$ cat config.mk
export PLATFORM = sky130hd
export DESIGN_NAME = uci_top
export DESIGN_NICKNAME = d
export VERILOG_FILES = /design/src/rtl/uci_pkg.sv /design/src/rtl/uci_top.sv /design/src/rtl/uci_sync.sv /design/src/rtl/uci_timeout.sv
export VERILOG_INCLUDE_DIRS = /design/src /design/src/rtl
export SDC_FILE = /design/constraint.sdc
export NUM_CORES = 1
export LEC_CHECK = 0
export BUFFER_PORTS_ARGS = -buffer_cell sky130_fd_sc_hd__buf_2
export CAP_MARGIN = 5
export CORE_MARGIN = 3
export CORE_UTILIZATION = 35
export CTS_CLUSTER_DIAMETER = 80
export CTS_CLUSTER_SIZE = 14
export DETAILED_ROUTE_END_ITERATION = 10
export PLACE_DENSITY = 0.72
export SYNTH_ARGS = -nofsm -noshare
export SYNTH_HDL_FRONTEND = slang
export SYNTH_SLANG_ARGS = --single-unit
$ cat constraint.sdc
create_clock -name core_clk -period 1.93 [get_ports core_clk]
set_input_delay 0.2895 -clock core_clk [delete_from_list [all_inputs] [get_ports core_clk]]
set_output_delay 0.2895 -clock core_clk [all_outputs]
set_load 0.03 [all_outputs]
$ cat src/rtl/uci_params.svh
/*
 * constants for the per-channel interrupt priority block: register
 * indices, field positions, reset values and timeout figures.
 * assumes inclusion by its bare name from the package, the one file that includes it.
 */
`ifndef UCI_PARAMS_SVH
`define UCI_PARAMS_SVH

// ----------------------------------------------------------------------
// register indices (byte address is four times the index)
// ----------------------------------------------------------------------
`define UCI_IDX_RXTX     4'h0
`define UCI_IDX_IER      4'h1
`define UCI_IDX_IIR      4'h2
`define UCI_IDX_LSR      4'h5
`define UCI_IDX_MSR      4'h6
`define UCI_IDX_FLOWCFG  4'h8

// ----------------------------------------------------------------------
// enable register fields
// ----------------------------------------------------------------------
`define UCI_IER_RXD      0
`define UCI_IER_THR      1
`define UCI_IER_LINE     2
`define UCI_IER_MDM      3
`define UCI_IER_XOFF     5
`define UCI_IER_RTS      6
`define UCI_IER_CTS      7
`define UCI_IER_RST      8'h00

// ----------------------------------------------------------------------
// identification codes, bits 5:0
// ----------------------------------------------------------------------
`define UCI_IIR_NONE     6'h01
`define UCI_IIR_LINE     6'h06
`define UCI_IIR_TMO      6'h0c
`define UCI_IIR_RXD      6'h04
`define UCI_IIR_THR      6'h02
`define UCI_IIR_MDM      6'h00
`define UCI_IIR_XOFF     6'h10
`define UCI_IIR_FLOW     6'h20
`define UCI_IIR_FIFO_ON  2'h3
`define UCI_IIR_FIFO_OFF 2'h0

// ----------------------------------------------------------------------
// fifo control and flow configuration fields
// ----------------------------------------------------------------------
`define UCI_FCR_FIFO_EN  0
`define UCI_CFG_AUTOCTS  0
`define UCI_CFG_AUTORTS  1

// ----------------------------------------------------------------------
// receive timeout: four characters plus twelve bits
// ----------------------------------------------------------------------
`define UCI_TMO_CHARS    7'h04
`define UCI_TMO_BITS     7'h0c

`endif

$ cat src/rtl/uci_pkg.sv
/*
 * types shared by the interrupt priority block.
 * assumes uci_params.svh is on the include path.
 */
`include "uci_params.svh"

package uci_pkg;

    // ------------------------------------------------------------------
    // no-source value, then pending sources, highest priority first
    // ------------------------------------------------------------------
    typedef enum logic [2:0] {
        SRC_NONE, SRC_LINE, SRC_TMO, SRC_RXD, SRC_THR, SRC_MDM, SRC_XOFF, SRC_FLOW
    } uci_src_e;

    // status from the rest of the channel, same clock
    typedef struct packed {
        logic [3:0] lineErr;     // break, framing, parity, overrun
        logic [6:0] rxFill;
        logic [6:0] rxTrig;
        logic       thrEmpty;
        logic       xoffSeen;    // pulse
        logic       specialSeen; // pulse
        logic       xonSeen;     // pulse
        logic       rxCharSeen;  // pulse
        logic       rtsLevel;
    } uci_evt_s;

    // identification code for a source
    function automatic logic [5:0] uci_code(input uci_src_e src);
        unique case (src)
            SRC_NONE: uci_code = `UCI_IIR_NONE;
            SRC_LINE: uci_code = `UCI_IIR_LINE;
            SRC_TMO:  uci_code = `UCI_IIR_TMO;
            SRC_RXD:  uci_code = `UCI_IIR_RXD;
            SRC_THR:  uci_code = `UCI_IIR_THR;
            SRC_MDM:  uci_code = `UCI_IIR_MDM;
            SRC_XOFF: uci_code = `UCI_IIR_XOFF;
            SRC_FLOW: uci_code = `UCI_IIR_FLOW;
        endcase
    endfunction : uci_code

endpackage : uci_pkg

$ cat src/rtl/uci_top.sv
/*
 * per-channel interrupt priority and identification with a wishbone
 * register slave.
 * assumes status inputs come from same-clock uart logic, modem pins are
 * asynchronous, and bitTick comes from the baud divider.
 */
// Implementation choice: the Wishbone interface to the registers.
`timescale 1ns/1ps
`default_nettype none

module uci_top
    import uci_pkg::*;
(
    // clock and reset
    input  wire logic        core_clk,
    input  wire logic        sys_rst,
    // wishbone slave
    input  wire logic        wb_cyc_i,
    input  wire logic        wb_stb_i,
    input  wire logic        wb_we_i,
    input  wire logic [5:2]  wb_adr_i,
    input  wire logic [3:0]  wb_sel_i,
    input  wire logic [31:0] wb_dat_i,
    output logic      [31:0] wb_dat_o,
    output logic             wb_ack_o,
    // channel status
    input  wire uci_evt_s    chanEvt,
    input  wire logic [7:0]  rxData,
    input  wire logic        bitTick,
    input  wire logic [3:0]  charBits,
    // modem pins: cts, dsr, ri, dcd
    input  wire logic [3:0]  modemPins,
    // outputs to the channel
    output logic             irqOut,
    output logic             rxReadStb,
    output logic             txWriteStb,
    output logic [7:0]       txData,
    output logic             fifoEnable
);

    // ------------------------------------------------------------------
    // bus decode
    // ------------------------------------------------------------------
    logic       busReq;
    logic       busRd;
    logic       busWr;
    logic       rdIir;
    logic       rdLsr;
    logic       rdMsr;
    logic       rdRbr;
    logic       wrThr;
    logic       iirAccess;
    logic [7:0] ier_r;
    logic [1:0] flowCfg_r;
    logic [5:0] iirHeld_r;
    uci_src_e   srcNxt;
    logic [3:0] modemS;
    logic [3:0] modemPrev_r;
    logic [3:0] modemDelta_r;
    logic [3:0] lineErrPrev_r;
    logic       lineMuted_r;
    logic       txIntr_r;
    logic       thrPrev_r;
    logic       flowChar_r;
    logic       flowIsSpecial_r;
    logic       rtsPrev_r;
    logic       ctsIntr_r;
    logic       rtsIntr_r;
    logic       tmoExpired;

    assign busReq    = wb_cyc_i && wb_stb_i && !wb_ack_o;
    assign busRd     = busReq && !wb_we_i;
    assign busWr     = busReq && wb_we_i && wb_sel_i[0];
    assign rdIir     = busRd && (wb_adr_i == `UCI_IDX_IIR);
    assign rdLsr     = busRd && (wb_adr_i == `UCI_IDX_LSR);
    assign rdMsr     = busRd && (wb_adr_i == `UCI_IDX_MSR);
    assign rdRbr     = busRd && (wb_adr_i == `UCI_IDX_RXTX);
    assign wrThr     = busWr && (wb_adr_i == `UCI_IDX_RXTX);
    // freeze spans request and acknowledge cycles
    assign iirAccess = wb_cyc_i && wb_stb_i && !wb_we_i && (wb_adr_i == `UCI_IDX_IIR);

    // ------------------------------------------------------------------
    // pin synchroniser and timeout timer
    // ------------------------------------------------------------------
    uci_sync #(.W(4)) uModemSync (
        .core_clk  (core_clk),
        .sys_rst   (sys_rst),
        .pinLevel  (modemPins),
        .syncLevel (modemS)
    );

    // timeout timer four chars twelve bits
    uci_timeout uTimeout (
        .core_clk (core_clk),
        .sys_rst  (sys_rst),
        .bitTick  (bitTick),
        .charBits (charBits),
        .armed    (fifoEnable && (chanEvt.rxFill != 7'h00)),
        .restart  (rdRbr || chanEvt.rxCharSeen),
        .expired  (tmoExpired)
    );

    // ------------------------------------------------------------------
    // register writes
    // ------------------------------------------------------------------
    // writes at identification index reach fifo control
    always_ff @(posedge core_clk) begin
        if (sys_rst) begin
            ier_r      <= `UCI_IER_RST;
            flowCfg_r  <= 2'h0;
            fifoEnable <= 1'b0;
        end else if (busWr) begin
            if (wb_adr_i == `UCI_IDX_IER)
                ier_r <= wb_dat_i[7:0];
            if (wb_adr_i == `UCI_IDX_IIR)
                fifoEnable <= wb_dat_i[`UCI_FCR_FIFO_EN];
            if (wb_adr_i == `UCI_IDX_FLOWCFG)
                flowCfg_r <= wb_dat_i[1:0];
        end
    end

    // strobes and data toward the channel
    always_ff @(posedge core_clk) begin
        if (sys_rst) begin
            rxReadStb  <= 1'b0;
            txWriteStb <= 1'b0;
            txData     <= 8'h00;
        end else begin
            rxReadStb  <= rdRbr;
            txWriteStb <= wrThr;
            if (wrThr)
                txData <= wb_dat_i[7:0];
        end
    end

    // ------------------------------------------------------------------
    // source latches (set wins over clear throughout)
    // ------------------------------------------------------------------
    // line interrupt muted by status read
    always_ff @(posedge core_clk) begin
        if (sys_rst) begin
            lineErrPrev_r <= 4'h0;
            lineMuted_r   <= 1'b0;
        end else begin
            lineErrPrev_r <= chanEvt.lineErr;
            if ((chanEvt.lineErr & ~lineErrPrev_r) != 4'h0)
                lineMuted_r <= 1'b0;
            else if (rdLsr)
                lineMuted_r <= 1'b1;
            else if (chanEvt.lineErr == 4'h0)
                lineMuted_r <= 1'b0;
        end
    end

    // tx empty set on empty, cleared by read or write
    always_ff @(posedge core_clk) begin
        if (sys_rst) begin
            thrPrev_r <= 1'b0;
            txIntr_r  <= 1'b0;
        end else begin
            thrPrev_r <= chanEvt.thrEmpty;
            if (chanEvt.thrEmpty && !thrPrev_r)
                txIntr_r <= 1'b1;
            else if (wrThr || (rdIir && iirHeld_r == `UCI_IIR_THR))
                txIntr_r <= 1'b0;
        end
    end

    // modem change sticky until status read
    always_ff @(posedge core_clk) begin
        if (sys_rst) begin
            modemPrev_r  <= 4'h0;
            modemDelta_r <= 4'h0;
        end else begin
            modemPrev_r  <= modemS;
            modemDelta_r <= (modemS ^ modemPrev_r) | (rdMsr ? 4'h0 : modemDelta_r);
        end
    end

    // flow character latch and its clears
    always_ff @(posedge core_clk) begin
        if (sys_rst) begin
            flowChar_r      <= 1'b0;
            flowIsSpecial_r <= 1'b0;
        end else if (chanEvt.xoffSeen || chanEvt.specialSeen) begin
            flowChar_r      <= 1'b1;
            flowIsSpecial_r <= chanEvt.specialSeen && !chanEvt.xoffSeen;
        end else if ((rdIir && iirHeld_r == `UCI_IIR_XOFF)
                     || (!flowIsSpecial_r && chanEvt.xonSeen)
                     || (flowIsSpecial_r && chanEvt.rxCharSeen)) begin
            flowChar_r <= 1'b0;
        end
    end

    // rising edges under auto flow control
    always_ff @(posedge core_clk) begin
        if (sys_rst) begin
            rtsPrev_r <= 1'b0;
            ctsIntr_r <= 1'b0;
            rtsIntr_r <= 1'b0;
        end else begin
            rtsPrev_r <= chanEvt.rtsLevel;
            if (flowCfg_r[`UCI_CFG_AUTOCTS] && modemS[0] && !modemPrev_r[0])
                ctsIntr_r <= 1'b1;
            else if (rdIir || rdMsr)
                ctsIntr_r <= 1'b0;
            if (flowCfg_r[`UCI_CFG_AUTORTS] && chanEvt.rtsLevel && !rtsPrev_r)
                rtsIntr_r <= 1'b1;
            else if (rdIir || rdMsr)
                rtsIntr_r <= 1'b0;
        end
    end

    // ------------------------------------------------------------------
    // priority selection
    // ------------------------------------------------------------------
    // masked ranking of seven levels
    always_comb begin
        srcNxt = SRC_NONE;
        if (ier_r[`UCI_IER_LINE] && chanEvt.lineErr != 4'h0 && !lineMuted_r)
            srcNxt = SRC_LINE;
        else if (ier_r[`UCI_IER_RXD] && tmoExpired)
            srcNxt = SRC_TMO;
        else if (ier_r[`UCI_IER_RXD] && chanEvt.rxFill != 7'h00
                 && chanEvt.rxFill >= chanEvt.rxTrig)
            srcNxt = SRC_RXD;
        else if (ier_r[`UCI_IER_THR] && txIntr_r)
            srcNxt = SRC_THR;
        else if (ier_r[`UCI_IER_MDM] && modemDelta_r != 4'h0)
            srcNxt = SRC_MDM;
        else if (ier_r[`UCI_IER_XOFF] && flowChar_r)
            srcNxt = SRC_XOFF;
        else if ((ier_r[`UCI_IER_CTS] && ctsIntr_r) || (ier_r[`UCI_IER_RTS] && rtsIntr_r))
            srcNxt = SRC_FLOW;
    end

    // held indication frozen while the host reads it
    always_ff @(posedge core_clk) begin
        if (sys_rst)
            iirHeld_r <= `UCI_IIR_NONE;
        else if (!iirAccess)
            iirHeld_r <= uci_code(srcNxt);
    end

    // interrupt output from the live masked sources
    always_ff @(posedge core_clk) begin
        if (sys_rst)
            irqOut <= 1'b0;
        else
            irqOut <= (srcNxt != SRC_NONE);
    end

    // ------------------------------------------------------------------
    // read data and acknowledge
    // ------------------------------------------------------------------
    always_ff @(posedge core_clk) begin
        if (sys_rst) begin
            wb_ack_o <= 1'b0;
            wb_dat_o <= 32'h0000_0000;
        end else begin
            wb_ack_o <= busReq;
            if (busRd) begin
                unique case (wb_adr_i)
                    `UCI_IDX_RXTX:    wb_dat_o <= {24'h00_0000, rxData};
                    `UCI_IDX_IER:     wb_dat_o <= {24'h00_0000, ier_r};
                    `UCI_IDX_IIR:     wb_dat_o <= {24'h00_0000,
                                          fifoEnable ? `UCI_IIR_FIFO_ON : `UCI_IIR_FIFO_OFF,
                                          iirHeld_r};
                    `UCI_IDX_LSR:     wb_dat_o <= {24'h00_0000, 3'h0,
                                          chanEvt.lineErr, chanEvt.rxFill != 7'h00};
                    `UCI_IDX_MSR:     wb_dat_o <= {24'h00_0000, modemS, modemDelta_r};
                    `UCI_IDX_FLOWCFG: wb_dat_o <= {30'h0000_0000, flowCfg_r};
                    default:          wb_dat_o <= 32'h0000_0000;
                endcase
            end
        end
    end
endmodule : uci_top

`default_nettype wire

$ cat src/rtl/uci_sync.sv
/*
 * two flip-flop synchroniser for pin levels.
 * assumes pins change asynchronously to core_clk.
 */
`timescale 1ns/1ps
`default_nettype none

module uci_sync #(
    parameter int W = 1
) (
    // clock and reset
    input  wire logic         core_clk,
    input  wire logic         sys_rst,
    // levels
    input  wire logic [W-1:0] pinLevel,
    output logic      [W-1:0] syncLevel
);

    logic [W-1:0] stage1_r;

    // first stage feeds only the second
    always_ff @(posedge core_clk) begin
        if (sys_rst) begin
            stage1_r  <= '0;
            syncLevel <= '0;
        end else begin
            stage1_r  <= pinLevel;
            syncLevel <= stage1_r;
        end
    end

endmodule : uci_sync

`default_nettype wire

$ cat src/rtl/uci_timeout.sv
/*
 * receive timeout timer counted in bit-time enable pulses.
 * assumes bitTick is a one-cycle pulse from the baud divider.
 */
`timescale 1ns/1ps
`default_nettype none

module uci_timeout
    import uci_pkg::*;
(
    // clock and reset
    input  wire logic       core_clk,
    input  wire logic       sys_rst,
    // timing
    input  wire logic       bitTick,
    input  wire logic [3:0] charBits,
    // activity
    input  wire logic       armed,
    input  wire logic       restart,
    output logic            expired
);

    logic [6:0] count_r;
    logic [6:0] limit;

    assign limit = 7'(`UCI_TMO_CHARS * {3'h0, charBits}) + `UCI_TMO_BITS;

    // count idle bit times while data waits; restart on any activity
    always_ff @(posedge core_clk) begin
        if (sys_rst || restart || !armed) begin
            count_r <= 7'h00;
            expired <= 1'b0;
        end else if (bitTick && !expired) begin
            count_r <= count_r + 7'h01;
            expired <= (count_r + 7'h01) >= limit;
        end
    end

endmodule : uci_timeout

`default_nettype wire

### Yosys cells after proc, flatten, opt, wreduce, memory -nomap -nowiden

Memories as Yosys holds them, arrays and structs flattened. A register that Yosys moved wholly into a read port is not among the register bits.
Cells that the tools add are included.

| cells by class | value |
|---|---|
| equal/unequal tests | 7 |
| multiplexer cells | 19 |
| reduce and logical (&&, ||, !) cells | 70 |
| magnitude comparators | 2 |
| bitwise logic cells | 4 |
| add/sub/neg operators | 2 |

Operator list:

| operator | count |
|---|---|
| one-hot mux 8 bit (6 select lines) | 1 |
| logical AND 1 bit | 34 |
| two-way mux 3 bit | 7 |
| >= comparator 7 bit | 2 |
| nonzero test 4 bit | 3 |
| logical NOT 1 bit | 11 |
| nonzero test 2 bit | 5 |
| logical OR 1 bit | 9 |
| two-way mux 1 bit | 9 |
| equality test 4 x 3 -> 1 bit (second input constant) | 2 |
| logical NOT 4 bit | 2 |
| adder 6 x 4 -> 7 bit (second input constant) | 1 |
| adder 7 x 1 -> 7 bit (second input constant) | 1 |
| nonzero test 7 bit | 1 |
| equality test 6 x 2 -> 1 bit (second input constant) | 1 |
| equality test 6 x 5 -> 1 bit (second input constant) | 1 |
| AND reduction 2 bit | 3 |
| AND 4 bit | 1 |
| equality test 4 x 1 -> 1 bit (second input constant) | 1 |
| equality test 4 x 2 -> 1 bit (second input constant) | 1 |
| equality test 4 bit (second input constant) | 1 |
| two-way mux 4 bit | 1 |
| NOT 4 bit | 1 |
| bitwise OR 4 bit | 1 |
| 4 further kinds | 4 |

| storage, ports and cells | value |
|---|---|
| output and inout bits | 45 |
| memories | 1 |
| register bits after elaboration | 91 |
| logic and storage cells | 129 |
| memory bits (read-only) | 48 |
| bits of input ports | 86 |

Memory list:

| memory | words | bits a word | read ports | clocked after memory_dff | write ports | line | source |
|---|---|---|---|---|---|---|---|
| (name not given) | 8 | 6 | 1 | 1 | 0 | uci_pkg.sv:31 | `unique case (src)` |

### Logic depth before layout (Yosys ltp)

Gate-level depths: netlist of run 1.

| logic depth | value |
|---|---|
| depth in word-level cells | 10 |
| gate-level depth with buffers | 9 |
| gate-level depth less buffers | 9 |

### Modules after synthesis

Synthesis of run 1 repeated with hierarchy kept, for this count alone.

| unflattened totals | value |
|---|---|
| cells, all modules | 430 |
| area, all modules | 3693.5 µm² |

Modules (own cells, without submodules):

| module | times used | seq. area each (µm²) | area each (µm²) | cells each |
|---|---|---|---|---|
| uci_top | 1 | 1141.1 | 2926.6 | 351 |
| uci_timeout | 1 | 160.2 | 556.8 | 63 |
| uci_sync | 1 | 160.2 | 210.2 | 16 |

### Worst setup path before layout of run 1

No wires, ideal clock.

| timing path | value |
|---|---|
| kind | flip-flop to flip-flop |
| from | reg uTimeout.count_r[0] |
| to | reg uTimeout.expired |
| cell stages (with the launch flop) | 10 |
| library setup time | 128 ps |
| clock period less this slack | 2004 ps |
| required time | 1802 ps |
| data arrival time | 1876 ps |
| slack | -74 ps |
| cell sequence | dfxtp_1 -> ha_1 -> nand3_1 -> xnor2_1 -> ha_1 -> a21oi_1 -> o21ai_0 -> a21o_1 -> a211oi_1 -> nor3_1 |

| on the way | value |
|---|---|
| word-level cells in the longest chain between the ends | 2 |

RTL lines:

| item | line | source |
|---|---|---|
| start: declaration | uci_timeout.sv:23 | `logic [6:0] count_r;` |
| start signal: assignment | uci_timeout.sv:34 | `count_r <= count_r + 7'h01;` |
| adder 7 x 1 -> 7 bit | uci_timeout.sv:35 | `expired <= (count_r + 7'h01) >= limit;` |
| >= comparator 7 bit | uci_timeout.sv:35 |  |
| end signal: assignment | uci_timeout.sv:35 |  |
| end: declaration | uci_timeout.sv:20 | `output logic expired` |

Every way passes these cells.
A chain may end at the register's enable or synchronous reset.

### Final worst setup path of run 1

| timing path | value |
|---|---|
| from | reg wb_ack_o |
| to | reg txData[3] |

| on the way | value |
|---|---|
| word-level cells in the longest chain between the ends | 5 |

RTL lines:

| item | line | source |
|---|---|---|
| start: declaration | uci_top.sv:25 | `output logic wb_ack_o,` |
| start signal: assignment | uci_top.sv:261 | `wb_ack_o <= busReq;` |
| logical NOT 1 bit | uci_top.sv:71 | `assign busReq = wb_cyc_i && wb_stb_i && !wb_ack_o;` |
| logical AND 1 bit | uci_top.sv:71 |  |
| logical AND 1 bit (2 in series) | uci_top.sv:73 | `assign busWr = busReq && wb_we_i && wb_sel_i[0];` |
| logical AND 1 bit | uci_top.sv:78 | `` assign wrThr = busWr && (wb_adr_i == `UCI_IDX_RXTX); `` |
| end signal: assignment | uci_top.sv:132 | `txData <= wb_dat_i[7:0];` |
| end: declaration | uci_top.sv:37 | `output logic [7:0] txData,` |

Every way passes these cells.

==> results of run 1 <==
-- state kept, by name, summed over array words and instances (netlist names), 2 cells and up --
name and flops:
uTimeout.count_r 7, txData 8, iirHeld_r 6, modemDelta_r 4, ier_r 8, modemPrev_r 4, uModemSync.stage1_r 4, uModemSync.syncLevel 4
flowCfg_r 2, lineErrPrev_r 4, wb_dat_o 8
-- cell type report --
class,instances,area share [%]
multi-input cells,302,44.0
flip-flops and latches,73,32.6
repair buffers,107,13.5
well taps,133,3.71
clock buffers,12,3.23
clock inverters,4,1.70
inverters,15,1.25
-- worst max path at each step --
stage / end / slack (ps) / cells past startpoint / startpoint
global route: uTimeout.expired$_SDFFE_PP0P_ / 8 / 9 / uTimeout.count_r[1]$_SDFFE_PP0P_
detailed placement: txData[3]$_SDFFE_PP0P_ / -120 / 7 / wb_adr_i[4]
global placement: iirHeld_r[0]$_SDFFE_PP1N_ / -100 / 6 / wb_adr_i[2]
finish: txData[3]$_SDFFE_PP0P_ / 100 / 5 / wb_ack_o$_SDFF_PP0_
CTS: uTimeout.expired$_SDFFE_PP0P_ / 6 / 9 / uTimeout.count_r[1]$_SDFFE_PP0P_
floorplan: iirHeld_r[0]$_SDFFE_PP1N_ / -50 / 6 / wb_adr_i[4]
-- per-stage QoR --
step           power, W  area [um^2]  hold slack, ps  util [%]  setup TNS (ps)
2_1_floorplan   0.00185         3730             369         -           -95.8
6_report        0.00324         4490             110      45.1               0
4_1_cts         0.00327         4470            99.8      44.9               0
3_5_place_dp    0.00195         4240             426      42.6           -1040
5_1_grt         0.00338         4490             106      45.1               0
3_3_place_gp    0.00194         4240             422      42.6           -1050
-- critical path, stage by stage (launching register included) --
cell and delay, ps:
dfxtp_1 380, or3_1 520, nor4_4 270, buf_4 260, mux2i_1 230, nor2_1 60
-- Yosys cell counts (all sizes together) (5+ instances only) --
cell    instances
clkbuf         13
nor2           55
nor4            5
dfxtp          73
ha             15
inv            15
nor3           12
nor2b          19
xnor2           6
a22oi           9
nand2          19
nand4           9
xor2           11
o21ai           8
o22ai           6
nand3           8
a21oi          16
buf            27
mux2i          31
-- per-layer routing --
metal  GRT usage (%)  routed length (um)  vias up
met5               0                   0        -
met4            4.42                 143        0
met3            4.26                 489       12
met2            25.4                4430       96
met1            18.6                3840     1472
li1                -                   -     1584
-- power by group through the flow --
stage / Combinational, W / Sequential [W] / Clock (W)
after floorplan: 0.000260 / 0.00159 / 0
after detailed placement: 0.000358 / 0.00159 / 0
after global placement: 0.000349 / 0.00159 / 0
after CTS: 0.000359 / 0.00156 / 0.00135
after global routing: 0.000401 / 0.00156 / 0.00142
final: 0.000362 / 0.00156 / 0.00132
-- repair_timing --
item,CTS,global route
setup buffers,1,0
hold buffers,0,0
gates resized for setup,0,6
setup endpoints to repair,1,5
pin swaps,0,2
-- cell usage in the layout, fill, tap and decap left out, types with 2 or more instances in the layout --
cell type | synthesis | layout
nand3_1 | 8 | 8
nor3_1 | 11 | 11
buf_2 | 1 | 79
xor2_1 | 11 | 11
dfxtp_1 | 73 | 71
a22oi_1 | 9 | 9
and3b_1 | 2 | 2
a21oi_1 | 16 | 16
nand4_1 | 9 | 9
and3_1 | 2 | 2
clkbuf_1 | 13 | 2
or3_1 | 2 | 2
nor2b_1 | 19 | 19
nor4_1 | 5 | 4
conb_1 | 1 | 24
o22ai_1 | 6 | 6
a22o_1 | 2 | 2
nor3b_1 | 3 | 3
mux2i_1 | 31 | 31
clkbuf_8 | 0 | 10
a31o_2 | 2 | 2
nand2b_1 | 2 | 2
buf_4 | 24 | 28
nor2_1 | 55 | 55
inv_1 | 15 | 15
or2_2 | 3 | 3
bufinv_16 | 0 | 2
nand2_1 | 19 | 19
ha_1 | 15 | 14
o21ai_0 | 8 | 7
a32o_1 | 2 | 2
dfxtp_2 | 0 | 2
nand3b_1 | 3 | 3
or4_1 | 2 | 2
xnor2_1 | 6 | 6
-- kinds of logic (layout without fill, tap and decap cells) --
family                   Yosys count  after routing  share of synthesized area [%]
other                              1             24                          0.103
multiplexers                      32             32                           8.85
flip-flops                        73             73                           40.2
buffers and inverters             55            138                           8.40
adder cells (fa/ha/maj)           15             15                           5.17
XOR/XNOR                          17             17                           4.10
AO/OA/AOI/OAI                     58             58                           10.6
AND/OR/NAND/NOR                  156            156                           22.5
==> key figures, run 1 <==
Detailed routing
  • Pre-antenna DRT Iters: 6
  • Final WL: 8900 um
  • DRC: 0
  • DR vias/cell: 4.90
  • Initial drt markers: about 210
  • WL/cell: between 10 and 15 um
  • Via Count: 3164
  • Antenna-violating nets left: 0

STA
  • Slew headroom: 56.9%
  • Unrepaired setup endpoints after global routing: no
  • Max-slew violations: 0
  • Final period util: 94.6%
  • Setup-failing EPs final: 0
  • Worst Clk Skew: 10.8 ps
  • Final hold violation count: 0
  • Worst-margin pin slew: 631 ps
  • Setup WS post-layout: approximately 100 ps
  • FMAX: 547 MHz
  • Crit path time final: about 1800 ps

Pwr
  • Leakage: 1.97 nW
  • Logic pwr share: 11.2%
  • Net Switching: around 0.0008 W
  • Internal Power: between 0.002 and 0.0025 W
  • Clock power frac: ~40%
  • Worst vdd ir: approximately 0.31 mV
  • Part of the power in registers: 48.0%
  • Switching Share: 24.7%
  • P per Cell Area: 722 nW/um^2

Logic synthesis
  • Syn avg cell area: 8.93 um^2
  • Top post-synthesis cells by area: dfxtp_1 40%, mux2i_1 8.5%, nor2_1 5.7%
  • EDFF count, synth: 0
  • FFs w/ async S/R, synth: 0%
  • Netlist cell types: 59
  • #FFs+latches synth: 73
  • Mapped Area: 3630 um^2
  • Mapped Cells: roughly 410
  • Number of synthesis warnings: 0
  • Synth Flop Type: dfxtp_1
  • Yosys top cell area share: 40.2%
  • Post-synthesis sequential area ratio: 40.2%
  • Yosys top cell by area: dfxtp_1

Layout
  • Fin cells: 646
  • # fillers: 960
  • Synth-to-layout area growth: 23.6%
  • Final #Nets: 609
  • Area of the multi-input gates: 1980 um^2
  • Share of cells above drive strength 1: 26.5%
  • ANT cells: 0
  • Seq. cell area: 1460 um^2

Placed design
  • Hpwl dp: 7110 um
  • Post-Place Cells: 629
  • Pre-CTS worst setup slack: -117 ps
  • GP Congestion: 0.896
  • I/O Buffers: just under 80

Critical path
  • FF-to-FF End: txData[3]$_SDFFE_PP0P_
  • Peak fanout along the critical path: 8
  • Critical Path AT: 2070 ps
  • R2r setup slk: 100 ps
  • R2r startpoint: wb_ack_o$_SDFF_PP0_
  • Worst Setup End Kind: flip-flop
  • WP data required: 2170 ps
  • Kind of critical path: reg2reg
  • Crit path launch type: flip-flop
  • FF-to-FF path depth: 5

Floorplan
  • Die area: 11600 um^2
  • # rows: 36
  • Die span in y: 108 um
  • IO Count: 131
  • Starting Density: around 37%
  • Die X: 108 um
  • Core area: 9950 um^2

Worst hold path
  • HP Start: chanEvt[4]
  • Worst Hold Class: in2reg
  • Hold Path Depth: 2
  • Hold endpoint: flowIsSpecial_r$_SDFFE_PP0P_

Clock network
  • # H-tree levels: 3
  • Maximum clock path buffer count: 2
  • Worst-Skew Late Latency: approximately 350 ps
  • # clock sinks: 73
  • CTS Buf Count: 9
  • TritonCTS clock tree: built
  • Clock slew at reported path FFs: 80 ps
  • CTS root buffer: clkbuf_8

Job
  • Max cap viols: 0

Global routing
  • First-pass GRT wire length: 13800 um
  • GR Overflow Total: 0
  • Antenna violations before repair: 0
  • Tot GR Track Use: 15.0%
  • Vias in the first global route: 2956
  • Largest net degree at the start of global routing: 32

Run status
  • Status: finished, final reports clean
No activity file was read; power rests on OpenSTA's default activity.
==> run 2, diff against run 1 <==
--- a/config.mk
+++ b/config.mk
@@ -13,7 +13,10 @@
 export CTS_CLUSTER_DIAMETER = 80
 export CTS_CLUSTER_SIZE = 14
 export DETAILED_ROUTE_END_ITERATION = 10
+export HOLD_SLACK_MARGIN = 0.02
+export MAX_ROUTING_LAYER = met4
 export PLACE_DENSITY = 0.72
+export RECOVER_POWER = 25
 export SYNTH_ARGS = -nofsm -noshare
 export SYNTH_HDL_FRONTEND = slang
 export SYNTH_SLANG_ARGS = --single-unit
==> run 2 against run 1 <==
Power is 0.16% lower. Sequential share of layout area is 0.11 points higher. First-iteration DRC count is 3.8% lower. Largest cell class unchanged. Largest power group unchanged.
==> key figures, run 2 (synthesis gave the netlist of run 1 again) <==
Pwr
  • Worst vdd ir: 0.314 mV
  • P per Cell Area: 724 nW/um^2
  • Final Power: 0.00324 W
  • Leakage: 1.94 nW

Floorplan
  • Die X: 108 um
  • Core area: ~10000 um^2
  • Starting Density: 36.5%
  • Die span in y: 108 um
  • Die area: 11600 um^2
  • # rows: 36
  • IO Count: about 130

Detailed routing
  • Initial drt markers: roughly 200
  • WL/cell: 13.7 um
  • DR vias/cell: 4.94
  • Via Count: approximately 3200
  • DRC: 0
  • Pre-antenna DRT Iters: 6
  • Final WL: 8880 um
  • Antenna-violating nets left: 0

Layout
  • Most common cell after layout, fill and taps aside: buf_2
  • Synth-to-layout area growth: 23.1%
  • Final instance area: between 4000 and 5000 um^2
  • Biggest regs: ier_r (8), txData (8), wb_dat_o (8)
  • ANT cells: 0
  • Most frequent cells in the layout: 75 x buf_2, 71 x dfxtp_1, 55 x nor2_1
  • Fin cells: 646
  • Share of cells above drive strength 1: 25.3%
  • Util after Layout: between 40% and 50%
  • Final #Nets: between 600 and 700

Critical path
  • Peak fanout along the critical path: 8
  • Critical Path AT: 2080 ps
  • Crit path launch type: flip-flop
  • Worst Setup End Kind: flip-flop
  • Kind of critical path: reg2reg
  • WP data required: 2150 ps

STA
  • Worst Clk Skew: about 8.6 ps
  • Setup-failing EPs final: 0
  • Slew headroom: ~51%
  • FMAX: 539 MHz
  • Unrepaired setup endpoints after global routing: no
  • Final period util: between 90% and 100%
  • Final hold violation count: 0
  • Setup WS post-layout: about 74 ps
  • Crit path time final: 1860 ps
  • Max-slew violations: 0
  • Worst-margin pin slew: 729 ps

Clock network
  • # clock sinks: 73
  • Worst-Skew Late Latency: 360 ps
  • Clock slew at reported path FFs: approximately 80 ps
  • CTS root buffer: clkbuf_8
  • TritonCTS clock tree: built
  • Maximum clock path buffer count: 2
  • # H-tree levels: 3
  • CTS Buf Count: 9

Placed design
  • Hpwl dp: around 7100 um
  • I/O Buffers: 79
  • Post-Place Cells: 629
  • GP Congestion: 0.912
  • Dpl cell area: roughly 4200 um^2
  • Pre-CTS worst setup slack: -117 ps

Global routing
  • Tot GR Track Use: 15.4%
  • Largest net degree at the start of global routing: 32
  • First-pass GRT wire length: 13800 um
  • GR Overflow Total: 0
  • Antenna violations before repair: 0
  • Vias in the first global route: 2954

Worst hold path
  • Worst Hold Class: in2reg

Run status
  • Status: finished, final reports clean

Job
  • Max cap viols: 0
==> run 2: changes by cell type in the layout (fill, tap and decap cells not counted), sizes merged <==
cell    previous run  this run
clkbuf            12        19
buf              107       100
==> run 2: metal layers <==
layer	wire length (um)	share of wire [%]	global-route usage [%]	vias up
li1	-	-	-	1581
met5	0	0	-	-
met3	516	5.8	4.02	14
met1	3860	43	18.7	1484
met4	115	1.3	4.42	0
met2	4390	49	25.4	111
==> run 2: through the flow <==
step,setup TNS [ps],hold WS [ps]
after detailed placement,-1040,426
after floorplan,-95.8,369
after global routing,0,106
after CTS,0,99.8
final,0,109
after global placement,-1050,422
==> run 2: what timing repair did <==
| action | 4_1_cts | 5_1_grt |
|---|---|---|
| hold buffers | 0 | 0 |
| pin swaps | 0 | 2 |
| endpoints found under the setup margin | 1 | 5 |
| resized for setup | 0 | 6 |
| buffers inserted | 1 | 0 |
==> run 2: worst paths after layout <==
path	from	endpoint	slack, ps	depth (start not counted)
max	wb_ack_o$_SDFF_PP0_	txData[3]$_SDFFE_PP0P_	70	5
min	chanEvt[4]	flowIsSpecial_r$_SDFFE_PP0P_	110	2
max reg2reg	wb_ack_o$_SDFF_PP0_	txData[3]$_SDFFE_PP0P_	70	5
min reg2reg	uModemSync.stage1_r[3]$_SDFF_PP0_	uModemSync.syncLevel[3]$_SDFF_PP0_	440	1
==> run 2: critical path, stage by stage, from the launching register on <==
cell,delay (ps)
dfxtp_1,380
or3_1,520
nor4_4,270
buf_4,260
mux2i_1,230
nor2_1,60
==> run 2: layout make-up <==
class	instances	area [um^2]
clock buffer	12	145
clock inverter	4	76.3
fill	965	5480
inverter	15	56.3
multi-input combinational	302	1980
sequential	73	1460
tap	133	166
timing repair buffer	107	591
==> run 2: report_power, final <==
group	switching (W)	internal, W
sequential	0.0000190	0.00154
clock	0.000556	0.000766
combinational	0.000223	0.000136
==> run 3, diff against run 2 <==
--- a/config.mk
+++ b/config.mk
@@ -8,14 +8,16 @@
 export LEC_CHECK = 0
 export BUFFER_PORTS_ARGS = -buffer_cell sky130_fd_sc_hd__buf_2
 export CAP_MARGIN = 5
+export CELL_PAD_IN_SITES_DETAIL_PLACEMENT = 1
+export CELL_PAD_IN_SITES_GLOBAL_PLACEMENT = 1
 export CORE_MARGIN = 3
-export CORE_UTILIZATION = 35
+export CORE_UTILIZATION = 33
 export CTS_CLUSTER_DIAMETER = 80
 export CTS_CLUSTER_SIZE = 14
 export DETAILED_ROUTE_END_ITERATION = 10
 export HOLD_SLACK_MARGIN = 0.02
 export MAX_ROUTING_LAYER = met4
-export PLACE_DENSITY = 0.72
+export PLACE_DENSITY = 0.87
 export RECOVER_POWER = 25
 export SYNTH_ARGS = -nofsm -noshare
 export SYNTH_HDL_FRONTEND = slang
==> run 3 against run 2 <==
Clock-buffer cell count is 2 lower. Sequential power hardly changed. Utilization is 2.6 points lower. Final area is 0.62% lower. Hold slack better by 0.77 ps. Cell count is 0.31% higher. Maximum frequency is 0.47% lower. First-iteration DRC count is 22% lower. Routed wire length is 21% higher. Non-clock buffer count is 1 lower. Register-to-register slack hardly changed. Critical path depth stayed put. Critical path type unchanged.
==> key figures, run 3 (synthesis gave the netlist of run 1 again) <==
Worst hold path
  • Worst Hold Class: in2reg

Layout
  • Final instance area: 4450 um^2
  • ANT cells: 0
  • Most frequent cells in the layout: 75 x buf_2, 71 x dfxtp_1, 55 x nor2_1
  • Biggest regs: ier_r (8), txData (8), wb_dat_o (8)
  • Synth-to-layout area growth: 22.4%
  • Final #Nets: 608
  • Most common cell after layout, fill and taps aside: buf_2
  • Share of cells above drive strength 1: 26.0%
  • Util after Layout: 42.3%

STA
  • FMAX: roughly 540 MHz
  • Crit path time final: 1860 ps
  • WHS: 110 ps
  • Final period util: 96.6%
  • Unrepaired setup endpoints after global routing: no
  • Max-slew violations: 0
  • Slew headroom: a little under half
  • Final hold violation count: 0
  • Worst Clk Skew: 9.65 ps
  • Worst-margin pin slew: roughly 800 ps
  • Setup-failing EPs final: 0

Run status
  • Status: finished, final reports clean

Detailed routing
  • Pre-antenna DRT Iters: 4
  • Antenna-violating nets left: 0
  • WL/cell: 16.6 um
  • DRC: 0
  • Initial drt markers: 159
  • Via Count: 3282
  • DR vias/cell: 5.06
  • Final WL: 10800 um

Floorplan
  • Core area: 10500 um^2
  • Die span in y: 111 um
  • Die area: 12300 um^2
  • IO Count: between 100 and 150
  • Die X: 111 um
  • # rows: 37
  • Starting Density: 34.6%

Critical path
  • Peak fanout along the critical path: 8
  • WP data required: 2140 ps
  • Crit path launch type: flip-flop
  • Kind of critical path: reg2reg
  • Worst Setup End Kind: flip-flop
  • Critical Path AT: 2080 ps

Placed design
  • GP Congestion: between 0.9 and 1
  • Hpwl dp: between 8000 and 9000 um
  • I/O Buffers: a little under 80
  • Dpl cell area: approximately 4200 um^2

Global routing
  • Tot GR Track Use: 17.6%
  • First-pass GRT wire length: 17200 um
  • Met2 Track Usage GR: 31.2%
  • Largest net degree at the start of global routing: 27
  • GR Layer Usage met1: between 15 and 20%
  • Vias in the first global route: 3460
  • GR Overflow Total: 0
  • GRT Max-Usage Layer: met2
  • Met3 Use GR: 3.55%
  • Antenna violations before repair: 0

Clock network
  • # clock sinks: 73
  • Maximum clock path buffer count: 2
  • CTS Hold Buffers Added: 0
  • Worst-Skew Late Latency: about 350 ps
  • Clock slew at reported path FFs: 80 ps
  • TritonCTS clock tree: built
  • CTS root buffer: clkbuf_8
  • CTS Buf Count: 9
  • # H-tree levels: 3

Pwr
  • Leakage: ~1.9 nW
  • P per Cell Area: roughly 680 nW/um^2
  • Worst vdd ir: around 0.24 mV
  • Final Power: roughly 0.0030 W

Job
  • Max cap viols: 0
## run 3: worst paths after layout
path,startpoint,end,slack [ps],cells after the start
max,wb_ack_o$_SDFF_PP0_,txData[5]$_SDFFE_PP0P_,70,5
min,chanEvt[4],flowIsSpecial_r$_SDFFE_PP0P_,110,2
max reg2reg,wb_ack_o$_SDFF_PP0_,txData[5]$_SDFFE_PP0P_,70,5
min reg2reg,uModemSync.stage1_r[2]$_SDFF_PP0_,uModemSync.syncLevel[2]$_SDFF_PP0_,440,1
## run 3: report_power, final
part | switching (W) | leakage [nW] | total [W] | internal [W]
sequential | 0.0000218 | 0.595 | 0.00156 | 0.00154
combinational | 0.000238 | 1.24 | 0.000374 | 0.000136
clock | 0.000601 | 0.0866 | 0.00107 | 0.000471
total | 0.000860 | 1.92 | 0.00300 | 0.00214
## run 3: layout make-up
cell class                      instances  area [um^2]
Inverter                               15         56.3
Timing Repair Buffer                  106          583
Multi-Input combinational cell        302         2000
Clock buffer                           10          128
Tap cell                              136          170
Clock inverter                          6         43.8
Sequential cell                        73         1460
Fill cell                            1247         6060
## run 3: per-stage QoR
stage / TNS (ps) / setup WS (ps) / cells
after floorplan: -95.8 / -48.2 / 430
after global placement: -1140 / -111 / 631
after detailed placement: -1160 / -128 / 631
after CTS: 0 / 17.6 / 648
after global routing: 0 / 2.61 / 648
final: 0 / 65.4 / 648
## run 3: critical path, cell delays in order (launching register included)
cell and delay [ps]:
dfxtp_1 390, or3_4 470, nor4_4 250, buf_4 270, mux2i_1 260, nor2_1 90
## run 3: what timing repair did
action | in CTS | in global routing
endpoints found under the setup margin | 5 | 1
resized for setup | 6 | 4
pin swaps | 1 | 2
buffers inserted | 1 | 0
## run 3: metal layers
layer | vias up | routed length, um
met1 | 1570 | 4380
met5 | - | 0
met2 | 103 | 5540
li1 | 1582 | -
met3 | 27 | 539
met4 | 0 | 318
